[config.mk]
export PLATFORM = sky130hd
export DESIGN_NAME = frt_top
export DESIGN_NICKNAME = d
export VERILOG_FILES = /design/src/pkg/frt_pkg.sv /design/src/hw/frt_prescaler.sv /design/src/hw/frt_top.sv
export VERILOG_INCLUDE_DIRS = /design/src /design/src/pkg
export SDC_FILE = /design/constraint.sdc
export NUM_CORES = 1
export LEC_CHECK = 0
export BUFFER_PORTS_ARGS = -buffer_cell sky130_fd_sc_hd__buf_4
export CORE_MARGIN = 2
export CORE_UTILIZATION = 55
export DETAILED_ROUTE_END_ITERATION = 10
export GPL_ROUTABILITY_DRIVEN = 0
export PLACE_DENSITY_LB_ADDON = 0.3
export SLEW_MARGIN = 10
export SYNTH_ARGS = -nofsm -noshare
export SYNTH_HDL_FRONTEND = slang
export SYNTH_HIERARCHICAL = 1
export SYNTH_SLANG_ARGS = --single-unit
export TNS_END_PERCENT = 10
[constraint.sdc]
create_clock -name clk_sys -period 5.7 [get_ports clk_sys]
set_input_delay 0 -clock clk_sys [delete_from_list [all_inputs] [get_ports clk_sys]]
set_output_delay 0 -clock clk_sys [all_outputs]
set_load 0.02 [all_outputs]
[src/pkg/frt_defs.svh]
// register offsets, field positions, reset values and counts of the free-running timer
`ifndef FRT_DEFS_SVH
`define FRT_DEFS_SVH

// byte offsets on the register port
`define FRT_ADDR_CNT_HI      8'h00
`define FRT_ADDR_CNT_LO      8'h01
`define FRT_ADDR_MIRROR_HI   8'h02
`define FRT_ADDR_MIRROR_LO   8'h03
`define FRT_ADDR_STATUS      8'h04
`define FRT_ADDR_CTRL_ONE    8'h05
`define FRT_ADDR_CTRL_TWO    8'h06

// field positions
`define FRT_SR_OVF_BIT       5
`define FRT_CR1_OVIE_BIT     5
`define FRT_CR2_CS_LSB       0
`define FRT_CR2_CS_MSB       1
`define FRT_CR2_EDGE_BIT     2

// clock select encodings
`define FRT_CS_DIV2          2'h0
`define FRT_CS_DIV4          2'h1
`define FRT_CS_DIV8          2'h2
`define FRT_CS_EXT           2'h3

// prescaler terminal counts (divide by n ends at n-1)
`define FRT_PRE_END_DIV2     3'h1
`define FRT_PRE_END_DIV4     3'h3
`define FRT_PRE_END_DIV8     3'h7

// reset and reload values
`define FRT_CNT_RELOAD       16'hfffc
`define FRT_CNT_TOP          16'hffff
`define FRT_CNT_ONE          16'h0001
`define FRT_CTRL_RESET       8'h00
`define FRT_RD_NONE          8'h00

`endif

[src/pkg/frt_pkg.sv]
// types shared by the free-running timer counter files
package frt_pkg;

  typedef logic [1:0] frt_clksel_t;
  typedef logic [7:0] frt_byte_t;
  typedef logic [15:0] frt_count_t;

  // state of the buffered 16-bit read sequence
  typedef enum logic {
    RDSEQ_IDLE,
    RDSEQ_BUFFERED
  } frt_rdseq_t;

endpackage

[src/hw/frt_prescaler.sv]
// prescaler that divides the system clock by 2, 4 or 8 into a one-cycle tick
`timescale 1ns/1ps
`include "frt_defs.svh"

module frt_prescaler
  import frt_pkg::*;
(
  input  wire logic        clk_sys,  // system clock
  input  wire logic        arst_n,   // asynchronous reset, active low
  input  wire logic        run,      // count enable, low freezes the division
  input  wire logic        restart,  // start a fresh division period
  input  wire frt_clksel_t div_sel,  // division select
  output logic             tick      // one-cycle timer clock enable
);

  logic [2:0] div_cnt_reg;
  logic [2:0] div_cnt_next;
  logic [2:0] div_end;
  logic       at_end;

  assign div_end = (div_sel == `FRT_CS_DIV2) ? `FRT_PRE_END_DIV2 :
                   (div_sel == `FRT_CS_DIV4) ? `FRT_PRE_END_DIV4 :
                                               `FRT_PRE_END_DIV8;  // [RULE2]
  // masking with the end value keeps a select change from stalling a full wrap
  assign at_end = ((div_cnt_reg & div_end) == div_end);
  assign tick = run & ~restart & at_end;  // [RULE1]
  assign div_cnt_next = restart ? 3'h0 :
                        ~run    ? div_cnt_reg :
                        at_end  ? 3'h0 :
                                  div_cnt_reg + 3'h1;  // [RULE21]

  always_ff @(posedge clk_sys or negedge arst_n) begin
    if (!arst_n) begin
      div_cnt_reg <= 3'h0;  // [RULE20]
    end else begin
      div_cnt_reg <= div_cnt_next;
    end
  end

endmodule

[src/hw/frt_top.sv]
// 16-bit free-running timer counter with buffered byte reads and overflow flag
//
// Local design decisions: the register offsets and the address-and-strobe port.
`timescale 1ns/1ps
`include "frt_defs.svh"

// Behaviour
// RULE1 - sixteen-bit up-counter runs freely, one step per timer tick
// RULE2 - prescaler divides system clock by 2, 4 or 8 per clock select
// RULE3 - writing either low byte forces the counter to fffc
// RULE4 - reset leaves the counter at fffc in every operating mode
// RULE5 - count readable as high/low bytes, mirrored by a second pair
// RULE6 - mirror low-byte read never clears the overflow flag
// RULE7 - high byte read first latches the low byte into a buffer
// RULE8 - buffered low byte stays frozen through repeated high reads until low read
// RULE9 - lone low-byte read after a finished sequence returns live low byte
// RULE10 - rollover from ffff to 0000 sets the overflow flag
// RULE11 - interrupt only while enable set and global mask clear, else pending
// RULE12 - flag clears after status read while set, then main low access
// RULE13 - wait mode leaves the counter running unchanged
// RULE14 - halt stops the counter; resumes from held count or from reset
// RULE15 - clock select both ones picks the external clock pin
// RULE16 - edge select picks rising or falling external transitions
// RULE17 - external events are synchronised to the system clock
// RULE18 - external source leaves four system clocks between active edges
// RULE19 - an unbonded timer input always reads as one
// RULE20 - instances start in step after reset and stay in step
// RULE21 - a reload restarts the prescaler for a full first period
module frt_top
  import frt_pkg::*;
#(
  parameter bit EXT_PIN_BONDED = 1'b1  // external clock pin present on the package
)
(
  input  wire logic        clk_sys,          // system clock, 20 MHz
  input  wire logic        arst_n,           // asynchronous reset, active low
  input  wire logic [7:0]  addr,             // register byte address
  input  wire logic [7:0]  wr_data,          // register write data
  input  wire logic        wr_stb,           // register write strobe
  input  wire logic        rd_stb,           // register read strobe
  output logic      [7:0]  rd_data,          // read data, cycle after rd_stb
  input  wire logic        global_irq_mask,  // processor global interrupt mask
  input  wire logic        halt_mode,        // processor halt, freezes the counter
  input  wire logic        ext_clock_pin,    // external timer clock pin
  output logic             overflow_irq,     // overflow interrupt request
  output logic      [15:0] count_value       // live counter for compare and capture users
);

  // state
  frt_count_t  counter_reg;
  frt_count_t  counter_next;
  frt_byte_t   lo_buf_reg;
  frt_byte_t   lo_buf_next;
  frt_rdseq_t  rdseq_reg;
  frt_rdseq_t  rdseq_next;
  logic        overflow_flag_reg;
  logic        overflow_flag_next;
  logic        clear_armed_reg;
  logic        clear_armed_next;
  logic        overflow_irq_enable_reg;
  logic        overflow_irq_enable_next;
  frt_clksel_t clock_select_field_reg;
  frt_clksel_t clock_select_field_next;
  logic        ext_clock_edge_select_reg;
  logic        ext_clock_edge_select_next;
  frt_byte_t   rd_data_reg;
  frt_byte_t   rd_data_next;
  logic        overflow_irq_reg;
  logic        overflow_irq_next;

  // external clock synchroniser and filtered level
  logic        ext_sync_a_reg;
  logic        ext_sync_b_reg;
  logic        ext_sync_c_reg;
  logic        ext_level_reg;
  logic        ext_level_next;

  // decode
  logic        sel_cnt_hi;
  logic        sel_cnt_lo;
  logic        sel_mirror_hi;
  logic        sel_mirror_lo;
  logic        sel_status;
  logic        sel_ctrl_one;
  logic        sel_ctrl_two;
  logic        hi_read;
  logic        lo_read;
  logic        main_lo_access;
  logic        status_read;
  logic        reload;
  logic        wr_ctrl_one;
  logic        wr_ctrl_two;

  assign sel_cnt_hi    = (addr == `FRT_ADDR_CNT_HI);
  assign sel_cnt_lo    = (addr == `FRT_ADDR_CNT_LO);
  assign sel_mirror_hi = (addr == `FRT_ADDR_MIRROR_HI);
  assign sel_mirror_lo = (addr == `FRT_ADDR_MIRROR_LO);
  assign sel_status    = (addr == `FRT_ADDR_STATUS);
  assign sel_ctrl_one  = (addr == `FRT_ADDR_CTRL_ONE);
  assign sel_ctrl_two  = (addr == `FRT_ADDR_CTRL_TWO);

  // both pairs share one sequence and one buffer, so mixing them still pairs up
  assign hi_read        = rd_stb & (sel_cnt_hi | sel_mirror_hi);  // [RULE5]
  assign lo_read        = rd_stb & (sel_cnt_lo | sel_mirror_lo);  // [RULE5]
  // only the main low byte takes part in clearing the flag
  assign main_lo_access = (rd_stb | wr_stb) & sel_cnt_lo;  // [RULE6] [RULE12]
  assign status_read    = rd_stb & sel_status;
  assign reload         = wr_stb & (sel_cnt_lo | sel_mirror_lo);  // [RULE3]
  assign wr_ctrl_one    = wr_stb & sel_ctrl_one;
  assign wr_ctrl_two    = wr_stb & sel_ctrl_two;

  // control registers
  assign overflow_irq_enable_next = wr_ctrl_one ? wr_data[`FRT_CR1_OVIE_BIT] :
                                                  overflow_irq_enable_reg;
  assign clock_select_field_next  = wr_ctrl_two ?
                                    wr_data[`FRT_CR2_CS_MSB:`FRT_CR2_CS_LSB] :
                                    clock_select_field_reg;
  assign ext_clock_edge_select_next = wr_ctrl_two ? wr_data[`FRT_CR2_EDGE_BIT] :
                                                    ext_clock_edge_select_reg;

  // external clock
  logic        ext_pin_level;
  logic        ext_stable;
  logic        ext_change;
  logic        ext_tick;
  logic        ext_selected;

  // a missing pin floats to a fixed high level and so never produces an edge
  assign ext_pin_level = EXT_PIN_BONDED ? ext_clock_pin : 1'b1;  // [RULE19]
  assign ext_stable    = (ext_sync_b_reg == ext_sync_c_reg);  // [RULE17]
  assign ext_change    = ext_stable & (ext_sync_b_reg != ext_level_reg);
  // new level equal to the edge select means rising (1) or falling (0)
  assign ext_tick      = ext_change & (ext_sync_b_reg == ext_clock_edge_select_reg);  // [RULE16]
  assign ext_level_next = ext_change ? ext_sync_b_reg : ext_level_reg;
  assign ext_selected  = (clock_select_field_reg == `FRT_CS_EXT);  // [RULE15]

  // the synchroniser costs three clocks of latency; edges closer than four
  // system clocks apart may merge and lose a count
  // [RULE18]

  // prescaler
  logic        pre_tick;
  logic        pre_run;

  // wait mode has no input here: only halt stops the counter
  assign pre_run = ~halt_mode & ~ext_selected;  // [RULE13] [RULE14]

  frt_prescaler u_prescaler (
    .clk_sys (clk_sys),
    .arst_n  (arst_n),
    .run     (pre_run),
    .restart (reload),
    .div_sel (clock_select_field_reg),
    .tick    (pre_tick)
  );

  // counter
  logic        cnt_advance;
  logic        overflow_event;

  assign cnt_advance    = ~halt_mode & (ext_selected ? ext_tick : pre_tick);  // [RULE14] [RULE1]
  assign overflow_event = cnt_advance & ~reload & (counter_reg == `FRT_CNT_TOP);  // [RULE10]
  assign counter_next   = reload      ? `FRT_CNT_RELOAD :
                          cnt_advance ? counter_reg + `FRT_CNT_ONE :
                                        counter_reg;  // [RULE3] [RULE1]

  // overflow flag
  logic        flag_clear;

  assign flag_clear = clear_armed_reg & main_lo_access;  // [RULE12]
  // a rollover in the clearing cycle keeps the flag set
  assign overflow_flag_next = overflow_event | (overflow_flag_reg & ~flag_clear);  // [RULE10]
  assign clear_armed_next   = (status_read & overflow_flag_reg) ? 1'b1 :
                              flag_clear                      ? 1'b0 :
                                                                clear_armed_reg;  // [RULE12]
  // the request stays pending in the flag while enable or mask blocks it
  assign overflow_irq_next  = overflow_flag_reg & overflow_irq_enable_reg &
                              ~global_irq_mask;  // [RULE11]

  // read sequence
  logic        seq_buffered;

  assign seq_buffered = (rdseq_reg == RDSEQ_BUFFERED);

  always_comb begin
    rdseq_next  = rdseq_reg;
    lo_buf_next = lo_buf_reg;
    case (rdseq_reg)
      RDSEQ_IDLE: begin
        if (hi_read) begin
          lo_buf_next = counter_reg[7:0];  // [RULE7]
          rdseq_next  = RDSEQ_BUFFERED;
        end
      end
      RDSEQ_BUFFERED: begin
        // further high reads leave the buffer untouched
        if (lo_read) begin
          rdseq_next = RDSEQ_IDLE;  // [RULE8]
        end
      end
      default: begin
        rdseq_next = RDSEQ_IDLE;
      end
    endcase
  end

  // read data
  frt_byte_t   lo_read_value;
  frt_byte_t   status_value;
  frt_byte_t   ctrl_one_value;
  frt_byte_t   ctrl_two_value;
  frt_byte_t   read_mux;

  assign lo_read_value  = seq_buffered ? lo_buf_reg : counter_reg[7:0];  // [RULE8] [RULE9]
  assign status_value   = 8'(overflow_flag_reg) << `FRT_SR_OVF_BIT;
  assign ctrl_one_value = 8'(overflow_irq_enable_reg) << `FRT_CR1_OVIE_BIT;
  assign ctrl_two_value = (8'(clock_select_field_reg) << `FRT_CR2_CS_LSB) |
                          (8'(ext_clock_edge_select_reg) << `FRT_CR2_EDGE_BIT);

  assign read_mux = (sel_cnt_hi | sel_mirror_hi) ? counter_reg[15:8] :  // [RULE5]
                    (sel_cnt_lo | sel_mirror_lo) ? lo_read_value :
                    sel_status                   ? status_value :
                    sel_ctrl_one                 ? ctrl_one_value :
                    sel_ctrl_two                 ? ctrl_two_value :
                                                   `FRT_RD_NONE;
  // data stand for one cycle only, zero otherwise
  assign rd_data_next = rd_stb ? read_mux : `FRT_RD_NONE;

  // flip-flops
  always_ff @(posedge clk_sys or negedge arst_n) begin
    if (!arst_n) begin
      counter_reg <= `FRT_CNT_RELOAD;  // [RULE4] [RULE20]
    end else begin
      counter_reg <= counter_next;
    end
  end

  always_ff @(posedge clk_sys or negedge arst_n) begin
    if (!arst_n) begin
      rdseq_reg  <= RDSEQ_IDLE;
      lo_buf_reg <= 8'h00;
    end else begin
      rdseq_reg  <= rdseq_next;
      lo_buf_reg <= lo_buf_next;
    end
  end

  always_ff @(posedge clk_sys or negedge arst_n) begin
    if (!arst_n) begin
      overflow_flag_reg <= 1'b0;
      clear_armed_reg   <= 1'b0;
      overflow_irq_reg  <= 1'b0;
    end else begin
      overflow_flag_reg <= overflow_flag_next;
      clear_armed_reg   <= clear_armed_next;
      overflow_irq_reg  <= overflow_irq_next;
    end
  end

  always_ff @(posedge clk_sys or negedge arst_n) begin
    if (!arst_n) begin
      overflow_irq_enable_reg   <= 1'b0;
      clock_select_field_reg    <= `FRT_CS_DIV2;
      ext_clock_edge_select_reg <= 1'b0;
    end else begin
      overflow_irq_enable_reg   <= overflow_irq_enable_next;
      clock_select_field_reg    <= clock_select_field_next;
      ext_clock_edge_select_reg <= ext_clock_edge_select_next;
    end
  end

  // the idle level is high so a pin that starts high gives no false edge
  always_ff @(posedge clk_sys or negedge arst_n) begin
    if (!arst_n) begin
      ext_sync_a_reg <= 1'b1;
      ext_sync_b_reg <= 1'b1;
      ext_sync_c_reg <= 1'b1;
      ext_level_reg  <= 1'b1;
    end else begin
      ext_sync_a_reg <= ext_pin_level;  // [RULE17]
      ext_sync_b_reg <= ext_sync_a_reg;
      ext_sync_c_reg <= ext_sync_b_reg;
      ext_level_reg  <= ext_level_next;
    end
  end

  always_ff @(posedge clk_sys or negedge arst_n) begin
    if (!arst_n) begin
      rd_data_reg <= `FRT_RD_NONE;
    end else begin
      rd_data_reg <= rd_data_next;
    end
  end

  assign rd_data      = rd_data_reg;
  assign overflow_irq = overflow_irq_reg;
  assign count_value  = counter_reg;

endmodule

# Word level (Yosys, flattened, before mapping)
# Cells that the tools add are included.
dict set report word_totals {
  regBits 47
  latch_bits 0
  ram_bits 0
  rom_bits 0
  n_memories 0
}
dict set report op_classes {
  n_addsub 2
  mul 0
  n_div 0
  magnitude_cmp 0
  n_eq_ne 13
  shifts 0
  mux 20
  n_bitwise 32
  n_reduce_logical 6
}
# operator count
set ops {}
lappend ops {{$mux W16} 2}
lappend ops {{$mux W8} 4}
lappend ops {{$eq A8 B3 Y1 const B} 3}
lappend ops {{$and A1 B1 Y1} 20}
lappend ops {{$mux W3} 6}
lappend ops {{$add A16 B1 Y16 const B} 1}
lappend ops {{$eq A16 B16 Y1 const B} 1}
lappend ops {{$eq A8 B2 Y1 const B} 2}
lappend ops {{$mux W6} 2}
lappend ops {{$eq A8 B1 Y1 const B} 1}
lappend ops {{$logic_not A8 Y1} 1}
lappend ops {{$not A1 Y1} 6}
lappend ops {{$reduce_bool A2 Y1} 3}
lappend ops {{$mux W1} 5}
lappend ops {{$or A1 B1 Y1} 4}
lappend ops {{$add A3 B1 Y3 const B} 1}
lappend ops {{$and A3 B3 Y3} 1}
lappend ops {{$eq A3 B3 Y1} 1}
lappend ops {{$or A2 B3 Y3} 1}
lappend ops {{$eq A1 B1 Y1} 2}
lappend ops {{$eq A2 B1 Y1 const B} 1}
lappend ops {{$eq A2 B2 Y1 const B} 1}
lappend ops {{$logic_not A2 Y1} 1}
lappend ops {{$pmux W1 S2} 1}
lappend ops {{other kinds (2)} 2}

# Logic depth before layout (Yosys ltp)
# Gate-level depths: netlist of the first run.
dict set report depth {
  depth_word 11
  mapped_depth 12
  mapped_depth_nobuf 9
}

# By module
# Netlist of the first run, hierarchy kept.
# module instances cells_each area_each_um2 seq_area_each_um2
set by_module_without_submodules {}
lappend by_module_without_submodules {frt_top 1 202 2194.6 1123.6}
lappend by_module_without_submodules {frt_prescaler 1 18 195.2 75.1}

# Worst setup path after synthesis of the first run
# Ideal clock, no wire load.
dict set report synth_path {
  path_kind {input port to flip-flop}
  start {in addr[6]}
  end {reg overflow_flag_reg}
  setup_time_ns 0.120
  arrival_ns 2.526
  path_slack_ns 3.054
  path_stages 12
  n_path_buf 3
  path_cell_list {or4_1 > buf_2 > nor3_2 > nand3_2 > inv_1 > and3b_2 > a21oi_1 > a311o_1 > buf_6 > clkbuf_1 > nor2_1 > a41o_1}
}
dict set report synth_via {
  elab_chain_cells 11
  elab_cells_between_ends 16
  classes_between {eq/ne: 2; mux: 1; bitwise: 13}
}
# element line_no
set synth_lines {}
lappend synth_lines {{start, declared} frt_top.sv:37} ;# input wire logic [7:0] addr,
lappend synth_lines {{$eq A8 B1 Y1 (no line) / $eq A8 B2 Y1 (equally long branches)} --}
lappend synth_lines {{$or A1 B1 Y1 (*)} frt_top.sv:108} ;# assign reload = wr_stb & (sel_cnt_lo | sel_mirror_lo);
lappend synth_lines {{$and A1 B1 Y1 (*)} frt_top.sv:108}
lappend synth_lines {{via reload} frt_top.sv:90} ;# logic reload;
lappend synth_lines {{$not A1 Y1 (*)} frt_prescaler.sv:26} ;# assign tick = run & ~restart & at_end;
lappend synth_lines {{$and A1 B1 Y1 (*) (2 in series)} frt_prescaler.sv:26}
lappend synth_lines {{via pre_tick} frt_top.sv:142} ;# logic pre_tick;
lappend synth_lines {{$mux W1 (*)} frt_top.sv:161} ;# assign cnt_advance = ~halt_mode & (ext_selected ? ext_tick : pre_tick);
lappend synth_lines {{$and A1 B1 Y1 (*)} frt_top.sv:161}
lappend synth_lines {{$and A1 B1 Y1 (*) (2 in series)} frt_top.sv:162} ;# assign overflow_event = cnt_advance & ~reload & (counter_reg == `FRT_CNT_TOP);
lappend synth_lines {{$or A1 B1 Y1 (*)} frt_top.sv:172} ;# assign overflow_flag_next = overflow_event | (overflow_flag_reg & ~flag_clear);
lappend synth_lines {{via overflow_flag_next} frt_top.sv:57} ;# logic overflow_flag_next;
lappend synth_lines {{end signal, assigned} frt_top.sv:254} ;# overflow_flag_reg <= overflow_flag_next;
lappend synth_lines {{end, declared} frt_top.sv:56} ;# logic overflow_flag_reg;
# The timed path passes the listed nets; every way through them passes the cells marked *.
# A chain may end at the register's enable or synchronous reset.

# Worst setup path after layout of the first run
# Ends and elaborated chain as after synthesis.

==> results of run 1 <==
## routing by layer
metal	up-vias	track usage (%)	routed length, um
met5	-	0	0
met4	0	8.33	82
met1	974	31.7	2290
met2	68	37.9	2620
li1	933	-	-
met3	9	5.05	319
## worst max-delay path, cell delays in order
cell and delay (ns):
buf_4 0.10, or4_1 0.66, nor3_2 0.50, nand3_2 0.39
inv_1 0.36, and3b_2 0.24, a21oi_1 0.16, a311o_1 0.55
nor2_1 0.15, a41o_1 0.27
## power groups by stage
stage	registers, mW	logic, mW	clock network (mW)
2_1_floorplan	0.477	0.130	0
3_3_place_gp	0.471	0.225	0
3_5_place_dp	0.474	0.234	0
4_1_cts	0.468	0.240	0.197
5_1_grt	0.481	0.264	0.210
6_report	0.469	0.239	0.193
## area by class of cell
cell class / count / area (sq um)
flip-flops and latches: 47 / 1200
fillers: 296 / 1190
multi-input cells: 158 / 1120
repair buffers: 52 / 410
clock buffers: 8 / 80.1
well taps: 50 / 62.6
inverters: 5 / 18.8
## kinds of logic after synthesis
| family | after synthesis | share of synthesized area, % |
|---|---|---|
| flip-flops | 47 | 50.2 |
| adder cells (fa/ha/maj) | 3 | 1.47 |
| AND/OR/NAND/NOR | 90 | 22.7 |
| multiplexers | 21 | 9.53 |
| AO/OA/AOI/OAI | 42 | 12.6 |
| buffers and inverters | 15 | 2.83 |
| XOR/XNOR | 2 | 0.733 |
## synthesized netlist by cell type, types with 6 or more instances
cell type / instances
mux2_2: 14
nand3_1: 17
o21ai_0: 12
nor2_1: 13
dfrtp_1: 29
mux2i_1: 7
and4_1: 6
clkbuf_1: 6
dfstp_2: 18
nand2_1: 16
or4_1: 9
o31ai_1: 7
## repair_timing
action / 4_1_cts / 5_1_grt
hold buffers: 8 / 0
resized for setup: 0 / 0
endpoints found under the setup margin: 0 / 0
hold endpoints to repair: 37 / 0
## worst paths after layout
path,endpoint,startpoint,depth (start not counted),slack (ns)
hold / removal,rd_data[4]$_DFF_PN0_,addr[2],4,0.05
setup / recovery,overflow_flag_reg$_DFF_PN0_,addr[6],10,2.51
max in group asynchronous,u_prescaler/div_cnt_reg[2]$_DFFE_PN0P_,arst_n,2,5.06
setup reg to reg,count_value[11]$_DFFE_PN1P_,clock_select_field_reg[0]$_DFFE_PN0P_,7,3.15
min in group asynchronous,overflow_irq$_DFF_PN0_,arst_n,2,0.22
hold reg to reg,ext_sync_b_reg$_DFF_PN1_,ext_sync_a_reg$_DFF_PN1_,0,0.36
## through the flow
| step | cell area (sq um) | instances | total power [mW] |
|---|---|---|---|
| floorplan | 2390 | 220 | 0.607 |
| global route | 2890 | 320 | 0.954 |
| detailed placement | 2730 | 304 | 0.708 |
| global placement | 2730 | 304 | 0.696 |
| CTS | 2890 | 320 | 0.905 |
| finish | 2890 | 320 | 0.902 |
==> flow_metrics.env, run 1 <==
export IMPL_worst_pin_slew_ns=0.826
export IMPL_rsz0062_at_grt="false"
export IMPL_synth_seq_cells=47
export IMPL_drtPass1Iterations=4
export IMPL_drv_slew=0
export IMPL_die_w_um=69.9
export IMPL_fin_nets=294
export IMPL_hold_path_class="input pin to flip-flop"
export IMPL_status="complete, no violations"
export IMPL_antenna_cells=0
export IMPL_drt_vias_per_instance=6.20
export IMPL_p_comb_share_pct=26.5
export IMPL_ys_async_sr_fraction_pct=100
export IMPL_ctsLongestPathBuffers=2
export IMPL_hold_viol=0
export IMPL_post_route_period_util_pct=55.9
export IMPL_fin_worst_skew_ns=0.0104
export IMPL_setup_viol=0
export IMPL_synth_flop_cell="dfrtp_1"
export IMPL_largest_register_ffs=16
export IMPL_setup_ws_ns=2.51
export IMPL_synth_edf_count=0
export IMPL_final_core_util_pct=70.8
export IMPL_start_util_pct=58.5
export IMPL_drc=0
export IMPL_fin_hold_ws_ns=0.0512
export IMPL_num_vias=1984
export IMPL_grt_first_pass_wirelength_mm=9.24
export IMPL_antenna_found_initial=0
export IMPL_grt_pass1_vias=1989
export IMPL_layout_commonest_cell="buf_4"
export IMPL_postCtsSetupRepairBufs=0
export IMPL_seqPwrFrac_pct=52.0
export IMPL_p_int_mw=0.593
export IMPL_clock_power_share_pct=21.4
export IMPL_crit_type="input pin to flip-flop"
export IMPL_rows=23
export IMPL_cts_sinks=47
export IMPL_yosys_cell_types_count=48
export IMPL_timing_slew_headroom_pct=44.8
export IMPL_routedWlPerCell_um=16.6
export IMPL_wl_mm=5.31
export IMPL_track_usage_pct=23.6
export IMPL_p_sw_mw=0.309
export IMPL_cts_buffers=5
export IMPL_ir_drop_uv=242
export IMPL_pre_cts_ws_ns=2.22
export IMPL_ys_warn_count=6
export IMPL_syn2layout_area_growth_pct=21.1
export IMPL_max_freq_mhz=314
export IMPL_synth_avg_cell_area_sq_um=10.9
export IMPL_gr_total_overflow=0
export IMPL_final_antenna_net_count=0
export IMPL_ctsHtreeMaxLevel=2
export IMPL_worstPathRequired_ns=5.89
export IMPL_final_cell_mix="buf_4, dfrtp_1, dfstp_2"
export IMPL_min_period_ns=3.19
export IMPL_maxCapViolations=0
export IMPL_p_per_area_mw_per_mm2=312
export IMPL_core_sq_mm=0.00409
export IMPL_synth_top_area_share_pct=30.4
export IMPL_drtIter0Drc=176
export IMPL_swShare_pct=34.3
export IMPL_critPathArrivalTime_ns=3.38
export IMPL_syn_area_sq_mm=0.00239
export IMPL_critPathMaxFanout=19
export IMPL_synth_seq_area_share_pct=50.2
export IMPL_grt_start_max_net_pins=48
export IMPL_tns_ns=0
export IMPL_syn_num_nets=245
export IMPL_cts_tree="done"
export IMPL_leakage_nw=1.27
export IMPL_dp_hpwl_mm=3.65
export IMPL_drive_gt1_share_pct=33.3
export IMPL_critPathCaptureType="flip-flop"
export IMPL_port_buffer_count=43
export IMPL_die_area_sq_mm=0.00489
export IMPL_synthCells=220
export IMPL_insertion_delay_ns=0.30
export IMPL_io_pins=48
export IMPL_clkTransAtPathRegs_ns=0.08
export IMPL_root_buffer="clkbuf_8"
export IMPL_synthTopCellsByArea="dfrtp_1, dfstp_2, mux2_2"
export IMPL_yosys_area_top_type="dfrtp_1"
export IMPL_cp_start_kind="input pin"
export IMPL_die_y_um=69.9
No activity file was read; power rests on OpenSTA's default activity.
==> run 2: changes to the inputs <==
CORE_UTILIZATION = 49   (was 55)
clock period = 2.6 ns   (was 5.7 ns; I/O delays follow)
==> run 2 against run 1 <==
Clock power rose to 3.2 times the previous value. Clock skew decreased by 0.0049 ns. Sequential share of layout area down 1.8 points. Register-to-register slack got worse by 2.8 ns. Count of clock-buffer cells in the layout fell by 2. Wire length fell by 0.40%. First-iteration DRC count down 39%. Largest power group unchanged. Cell area up 4.6%. Largest cell class unchanged. Non-clock buffer count is 7 higher. Die area is 12% higher. Combinational power is 120% higher.
==> flow_metrics.env, run 2 (same netlist as run 1, synthesis figures left out) <==
export IMPL_status="complete, no violations"
export IMPL_leakage_nw=1.34
export IMPL_drv_slew=0
export IMPL_start_util_pct=50.6
export IMPL_cp_start_kind="flip-flop"
export IMPL_cts_resized=0
export IMPL_final_seq_area_sq_mm=0.00120
export IMPL_grt_first_pass_wirelength_mm=8.76
export IMPL_placed_area_sq_mm=0.00281
export IMPL_insertion_delay_ns=0.29
export IMPL_cts_tree="done"
export IMPL_clkTransAtPathRegs_ns=0.09
export IMPL_rows=25
export IMPL_critical_path_cell_chain="nand2b_1 -> o21ai_2 -> and3b_2 -> a21oi_1 -> a311o_1 -> buf_4 -> or4_1 -> nand3_1"
export IMPL_wl_mm=5.29
export IMPL_worstSetupStartpoint="clock_select_field_reg[1]$_DFFE_PN0P_"
export IMPL_use_met1_pct=28.4
export IMPL_drc=0
export IMPL_fillers=384
export IMPL_grtUsageMet3_pct=3.57
export IMPL_antenna_cells=0
export IMPL_gr_total_overflow=0
export IMPL_track_usage_pct=20.9
export IMPL_p_int_mw=1.49
export IMPL_setup_viol=0
export IMPL_ff2ff_path_depth=8
export IMPL_r2r_setup_slack_ns=0.30
export IMPL_clock_power_share_pct=28.5
export IMPL_timing_slew_headroom_pct=61.3
export IMPL_layout_commonest_cell="buf_4"
export IMPL_tns_ns=0
export IMPL_core_sq_mm=0.00472
export IMPL_drtIter0Drc=107
export IMPL_max_freq_mhz=435
export IMPL_die_w_um=73.8
export IMPL_final_antenna_net_count=0
export IMPL_root_buffer="clkbuf_8"
export IMPL_antenna_found_initial=0
export IMPL_hold_viol=0
export IMPL_grt_pass1_vias=1843
export IMPL_die_y_um=73.8
export IMPL_power_mw=2.17
export IMPL_cp_slowest_stage_delay_ns=0.51
export IMPL_grt_start_max_net_pins=48
export IMPL_p_comb_share_pct=23.9
export IMPL_min_period_ns=2.30
export IMPL_crit_type="flip-flop to flip-flop"
export IMPL_num_vias=1971
export IMPL_busiest_layer="met2"
export IMPL_port_buffer_count=43
export IMPL_swShare_pct=31.2
export IMPL_worst_pin_slew_ns=0.581
export IMPL_maxCapViolations=0
export IMPL_design_area_sq_mm=0.00303
export IMPL_ctsLongestPathBuffers=2
export IMPL_cts_sinks=47
export IMPL_syn2layout_area_growth_pct=26.6
export IMPL_hold_path_class="input pin to flip-flop"
export IMPL_multi_input_area_sq_mm=0.00113
export IMPL_p_sw_mw=0.679
export IMPL_drive_gt1_share_pct=35.7
export IMPL_ctsHtreeMaxLevel=2
export IMPL_placed_cells=328
export IMPL_ir_drop_uv=458
export IMPL_reg2reg_from="clock_select_field_reg[1]$_DFFE_PN0P_"
export IMPL_die_area_sq_mm=0.00545
export IMPL_cts_hold_buf=8
export IMPL_dp_hpwl_mm=3.75
export IMPL_largest_register_ffs=16
export IMPL_p_per_area_mw_per_mm2=718
export IMPL_crit_path_end="count_value[7]$_DFFE_PN1P_"
export IMPL_critPathCaptureType="flip-flop"
export IMPL_post_route_period_util_pct=88.5
export IMPL_io_pins=48
export IMPL_critPathMaxFanout=16
export IMPL_critPathSlowestCell="or4_1"
export IMPL_grt_use_met2_pct=34.3
export IMPL_rsz0062_at_grt="false"
export IMPL_final_cell_mix="buf_4, dfrtp_1, dfstp_2"
export IMPL_critPathArrivalTime_ns=2.53
export IMPL_seqPwrFrac_pct=47.6
export IMPL_cts_buffers=5
export IMPL_routedWlPerCell_um=15.4
export IMPL_drtPass1Iterations=4
export IMPL_drt_vias_per_instance=5.73
export IMPL_worstPathRequired_ns=2.83
export IMPL_postCtsSetupRepairBufs=0
export IMPL_r2r_end="count_value[7]$_DFFE_PN1P_"
export IMPL_fin_worst_skew_ns=0.00549
export IMPL_final_cells=344
export IMPL_fin_nets=301
==> run 2: cell types whose count changed in the layout (fill, tap and decap cells not counted) <==
cell,delta
clkbuf_1,-2
bufinv_16,+2
nor3_2,-1
nor3_4,+1
buf_4,+7
==> run 2: layout make-up <==
type	instances	area share [%]
Tap cell	67	2.77
Clock buffer	6	2.40
Multi-Input combinational cell	158	37.3
Clock inverter	2	1.98
Timing Repair Buffer	59	15.3
Inverter	5	0.620
Sequential cell	47	39.6
==> run 2: worst max-delay path, delay by kind of cell, from the launching register on <==
kind	cells	cell delay [ns]
buffers and inverters	1	0.20
AOI/OAI and AO/OA	3	0.60
and+or+nand+nor	4	0.98
DFF	1	0.44
==> run 2: how the worst min path moves through the flow <==
stage	slack [ns]	endpoint	startpoint	depth (start not counted)
2_1_floorplan	-0.30	clear_armed_reg$_DFFE_PN0P_	arst_n	0
3_3_place_gp	0.04	overflow_irq$_DFF_PN0_	arst_n	1
3_5_place_dp	0.04	overflow_irq$_DFF_PN0_	arst_n	1
4_1_cts	0.06	clear_armed_reg$_DFFE_PN0P_	addr[1]	4
5_1_grt	0.08	overflow_irq_enable_reg$_DFFE_PN0P_	wr_stb	3
6_report	0.07	clear_armed_reg$_DFFE_PN0P_	addr[1]	4
==> run 2: power by group through the flow <==
stage	Sequential (mW)	Combinational (mW)	Clock, mW
final	1.03	0.519	0.620
after global placement	1.04	0.498	0
after CTS	1.03	0.524	0.634
after global routing	1.06	0.573	0.663
after detailed placement	1.05	0.512	0
after floorplan	1.05	0.286	0
==> run 2: layer usage <==
| layer | wire, um | share of wire (%) |
|---|---|---|
| met1 | 2430 | 46 |
| met2 | 2570 | 49 |
| met3 | 226 | 4.3 |
| met4 | 65 | 1.2 |
| met5 | 0 | 0 |
==> run 2: through the flow <==
step	util (%)	hold WS (ns)	setup slack [ns]
2_1_floorplan	-	-0.296	0.0564
3_3_place_gp	59.6	0.0364	0.356
3_5_place_dp	59.6	0.0374	0.315
4_1_cts	64.1	0.0622	0.302
5_1_grt	64.1	0.0797	0.147
6_report	64.1	0.0744	0.300
==> run 3: changes to the inputs <==
CORE_UTILIZATION = 55   (was 49)
clock period = 2.8 ns   (was 2.6 ns; I/O delays follow)
==> run 3 against run 2 <==
Core utilization grew 8.8 points. Via count is 0.15% lower. Global-route usage up 2.3 points. Final cell count shrank 5.2%. Largest cell class unchanged. Count of clock-buffer cells in the layout unchanged. Hold slack got worse by 0.023 ns. Cell area decreased by 1.7%. Clock power decreased by 15%. Clock skew increased by 0.0065 ns.
==> flow_metrics.env, run 3 (same netlist as run 1, synthesis figures left out) <==
export IMPL_setup_viol=0
export IMPL_timing_slew_headroom_pct=61.8
export IMPL_track_usage_pct=23.2
export IMPL_final_cell_mix="buf_4, dfrtp_1, dfstp_2"
export IMPL_start_util_pct=58.5
export IMPL_num_vias=1968
export IMPL_hold_viol=0
export IMPL_status="complete, no violations"
export IMPL_die_area_sq_mm=0.00489
export IMPL_hold_path_class="input pin to flip-flop"
export IMPL_antenna_found_initial=0
export IMPL_die_w_um=69.9
export IMPL_leakage_nw=1.32
export IMPL_io_pins=48
export IMPL_p_per_area_mw_per_mm2=662
export IMPL_cts_tree="done"
export IMPL_drc=0
export IMPL_rsz0062_at_grt="false"
export IMPL_layout_commonest_cell="buf_4"
export IMPL_worst_pin_slew_ns=0.574
export IMPL_ctsLongestPathBuffers=2
export IMPL_critPathMaxFanout=18
export IMPL_cts_buffers=5
export IMPL_routedWlPerCell_um=16.6
export IMPL_grt_first_pass_wirelength_mm=9.11
export IMPL_drtIter0Drc=169
export IMPL_wl_mm=5.40
export IMPL_critPathCaptureType="flip-flop"
export IMPL_crit_type="flip-flop to flip-flop"
export IMPL_maxCapViolations=0
export IMPL_max_freq_mhz=447
export IMPL_drt_vias_per_instance=6.04
export IMPL_ir_drop_uv=494
export IMPL_clkTransAtPathRegs_ns=0.09
export IMPL_drtPass1Iterations=4
export IMPL_final_antenna_net_count=0
export IMPL_worstPathRequired_ns=3.05
export IMPL_root_buffer="clkbuf_8"
export IMPL_critPathArrivalTime_ns=2.49
export IMPL_cp_start_kind="flip-flop"
export IMPL_min_period_ns=2.24
export IMPL_post_route_period_util_pct=80.0
export IMPL_core_sq_mm=0.00409
export IMPL_cts_sinks=47
export IMPL_drv_slew=0
export IMPL_grt_pass1_vias=1937
export IMPL_ctsHtreeMaxLevel=2
export IMPL_die_y_um=69.9
export IMPL_fin_nets=300
export IMPL_insertion_delay_ns=0.30
export IMPL_cts_resized=0
export IMPL_power_mw=1.97
export IMPL_dp_hpwl_mm=3.68
export IMPL_drive_gt1_share_pct=35.9
export IMPL_syn2layout_area_growth_pct=24.6
export IMPL_grt_start_max_net_pins=48
export IMPL_fin_worst_skew_ns=0.0120
export IMPL_tns_ns=0
export IMPL_fillers=307
export IMPL_gr_total_overflow=0
export IMPL_port_buffer_count=43
export IMPL_antenna_cells=0
export IMPL_rows=23
export IMPL_largest_register_ffs=16
run 3: changes by cell type in the layout (fill, tap and decap cells not counted), sizes merged:
cell    change
buf         -1
bufinv      -1
clkinv      +1
run 3: layout make-up:
class,count,area (sq um),share of cell area [%]
inverter,5,18.8,0.631
multi-input combinational,158,1120,37.7
sequential,47,1200,40.3
clock inverter,2,35.0,1.18
clock buffer,6,82.6,2.77
timing repair buffer,58,455,15.3
tap,50,62.6,2.10
run 3: path summary, 6_finish.rpt:
kind | slack (ns) | cells after the start | start | endpoint
max | 0.56 | 8 | clock_select_field_reg[1]$_DFFE_PN0P_ | count_value[11]$_DFFE_PN1P_
min in group asynchronous | 0.22 | 2 | arst_n | overflow_irq$_DFF_PN0_
min reg2reg | 0.36 | 0 | ext_sync_a_reg$_DFF_PN1_ | ext_sync_b_reg$_DFF_PN1_
max in group asynchronous | 2.18 | 2 | arst_n | count_value[15]$_DFFE_PN1P_
min | 0.05 | 4 | addr[2] | rd_data[4]$_DFF_PN0_
max reg2reg | 0.56 | 8 | clock_select_field_reg[1]$_DFFE_PN0P_ | count_value[11]$_DFFE_PN1P_
run 3: what timing repair did:
item                                   4_1_cts  5_1_grt
endpoints found under the hold margin       38        0
buffers inserted                             0        0
hold buffers                                 8        0
run 3: where the power goes:
group | switching [mW] | total (mW) | internal, mW
logic | 0.258 | 0.487 | 0.229
clock network | 0.237 | 0.526 | 0.289
registers | 0.156 | 0.958 | 0.803
run 3: critical path, stage by stage, from the launching register on:
cell,delay [ns]
dfrtp_1,0.44
nand2b_1,0.17
o21ai_2,0.17
and3b_2,0.20
a21oi_1,0.05
a311o_1,0.34
buf_4,0.19
or4_1,0.51
nand3_1,0.10
run 3: through the flow:
step | utilization, % | setup slack, ns | cells | hold slack [ns] | cell area, sq um
detailed placement | 68.0 | 0.539 | 310 | 0.0357 | 2780
floorplan | - | 0.154 | 220 | -0.296 | 2390
global route | 72.8 | 0.412 | 326 | 0.0756 | 2980
global placement | 68.0 | 0.548 | 310 | 0.0337 | 2780
finish | 72.8 | 0.560 | 326 | 0.0510 | 2980
CTS | 72.8 | 0.569 | 326 | 0.0529 | 2980
run 3: routing by layer:
metal / vias to the layer above / global-route usage, % / share of wire [%]
met5: - / 0 / 0
met2: 52 / 36.7 / 48
met1: 973 / 32.4 / 47
li1: 939 / - / -
met3: 4 / 5.05 / 4.6
met4: 0 / 6.41 / 0.85
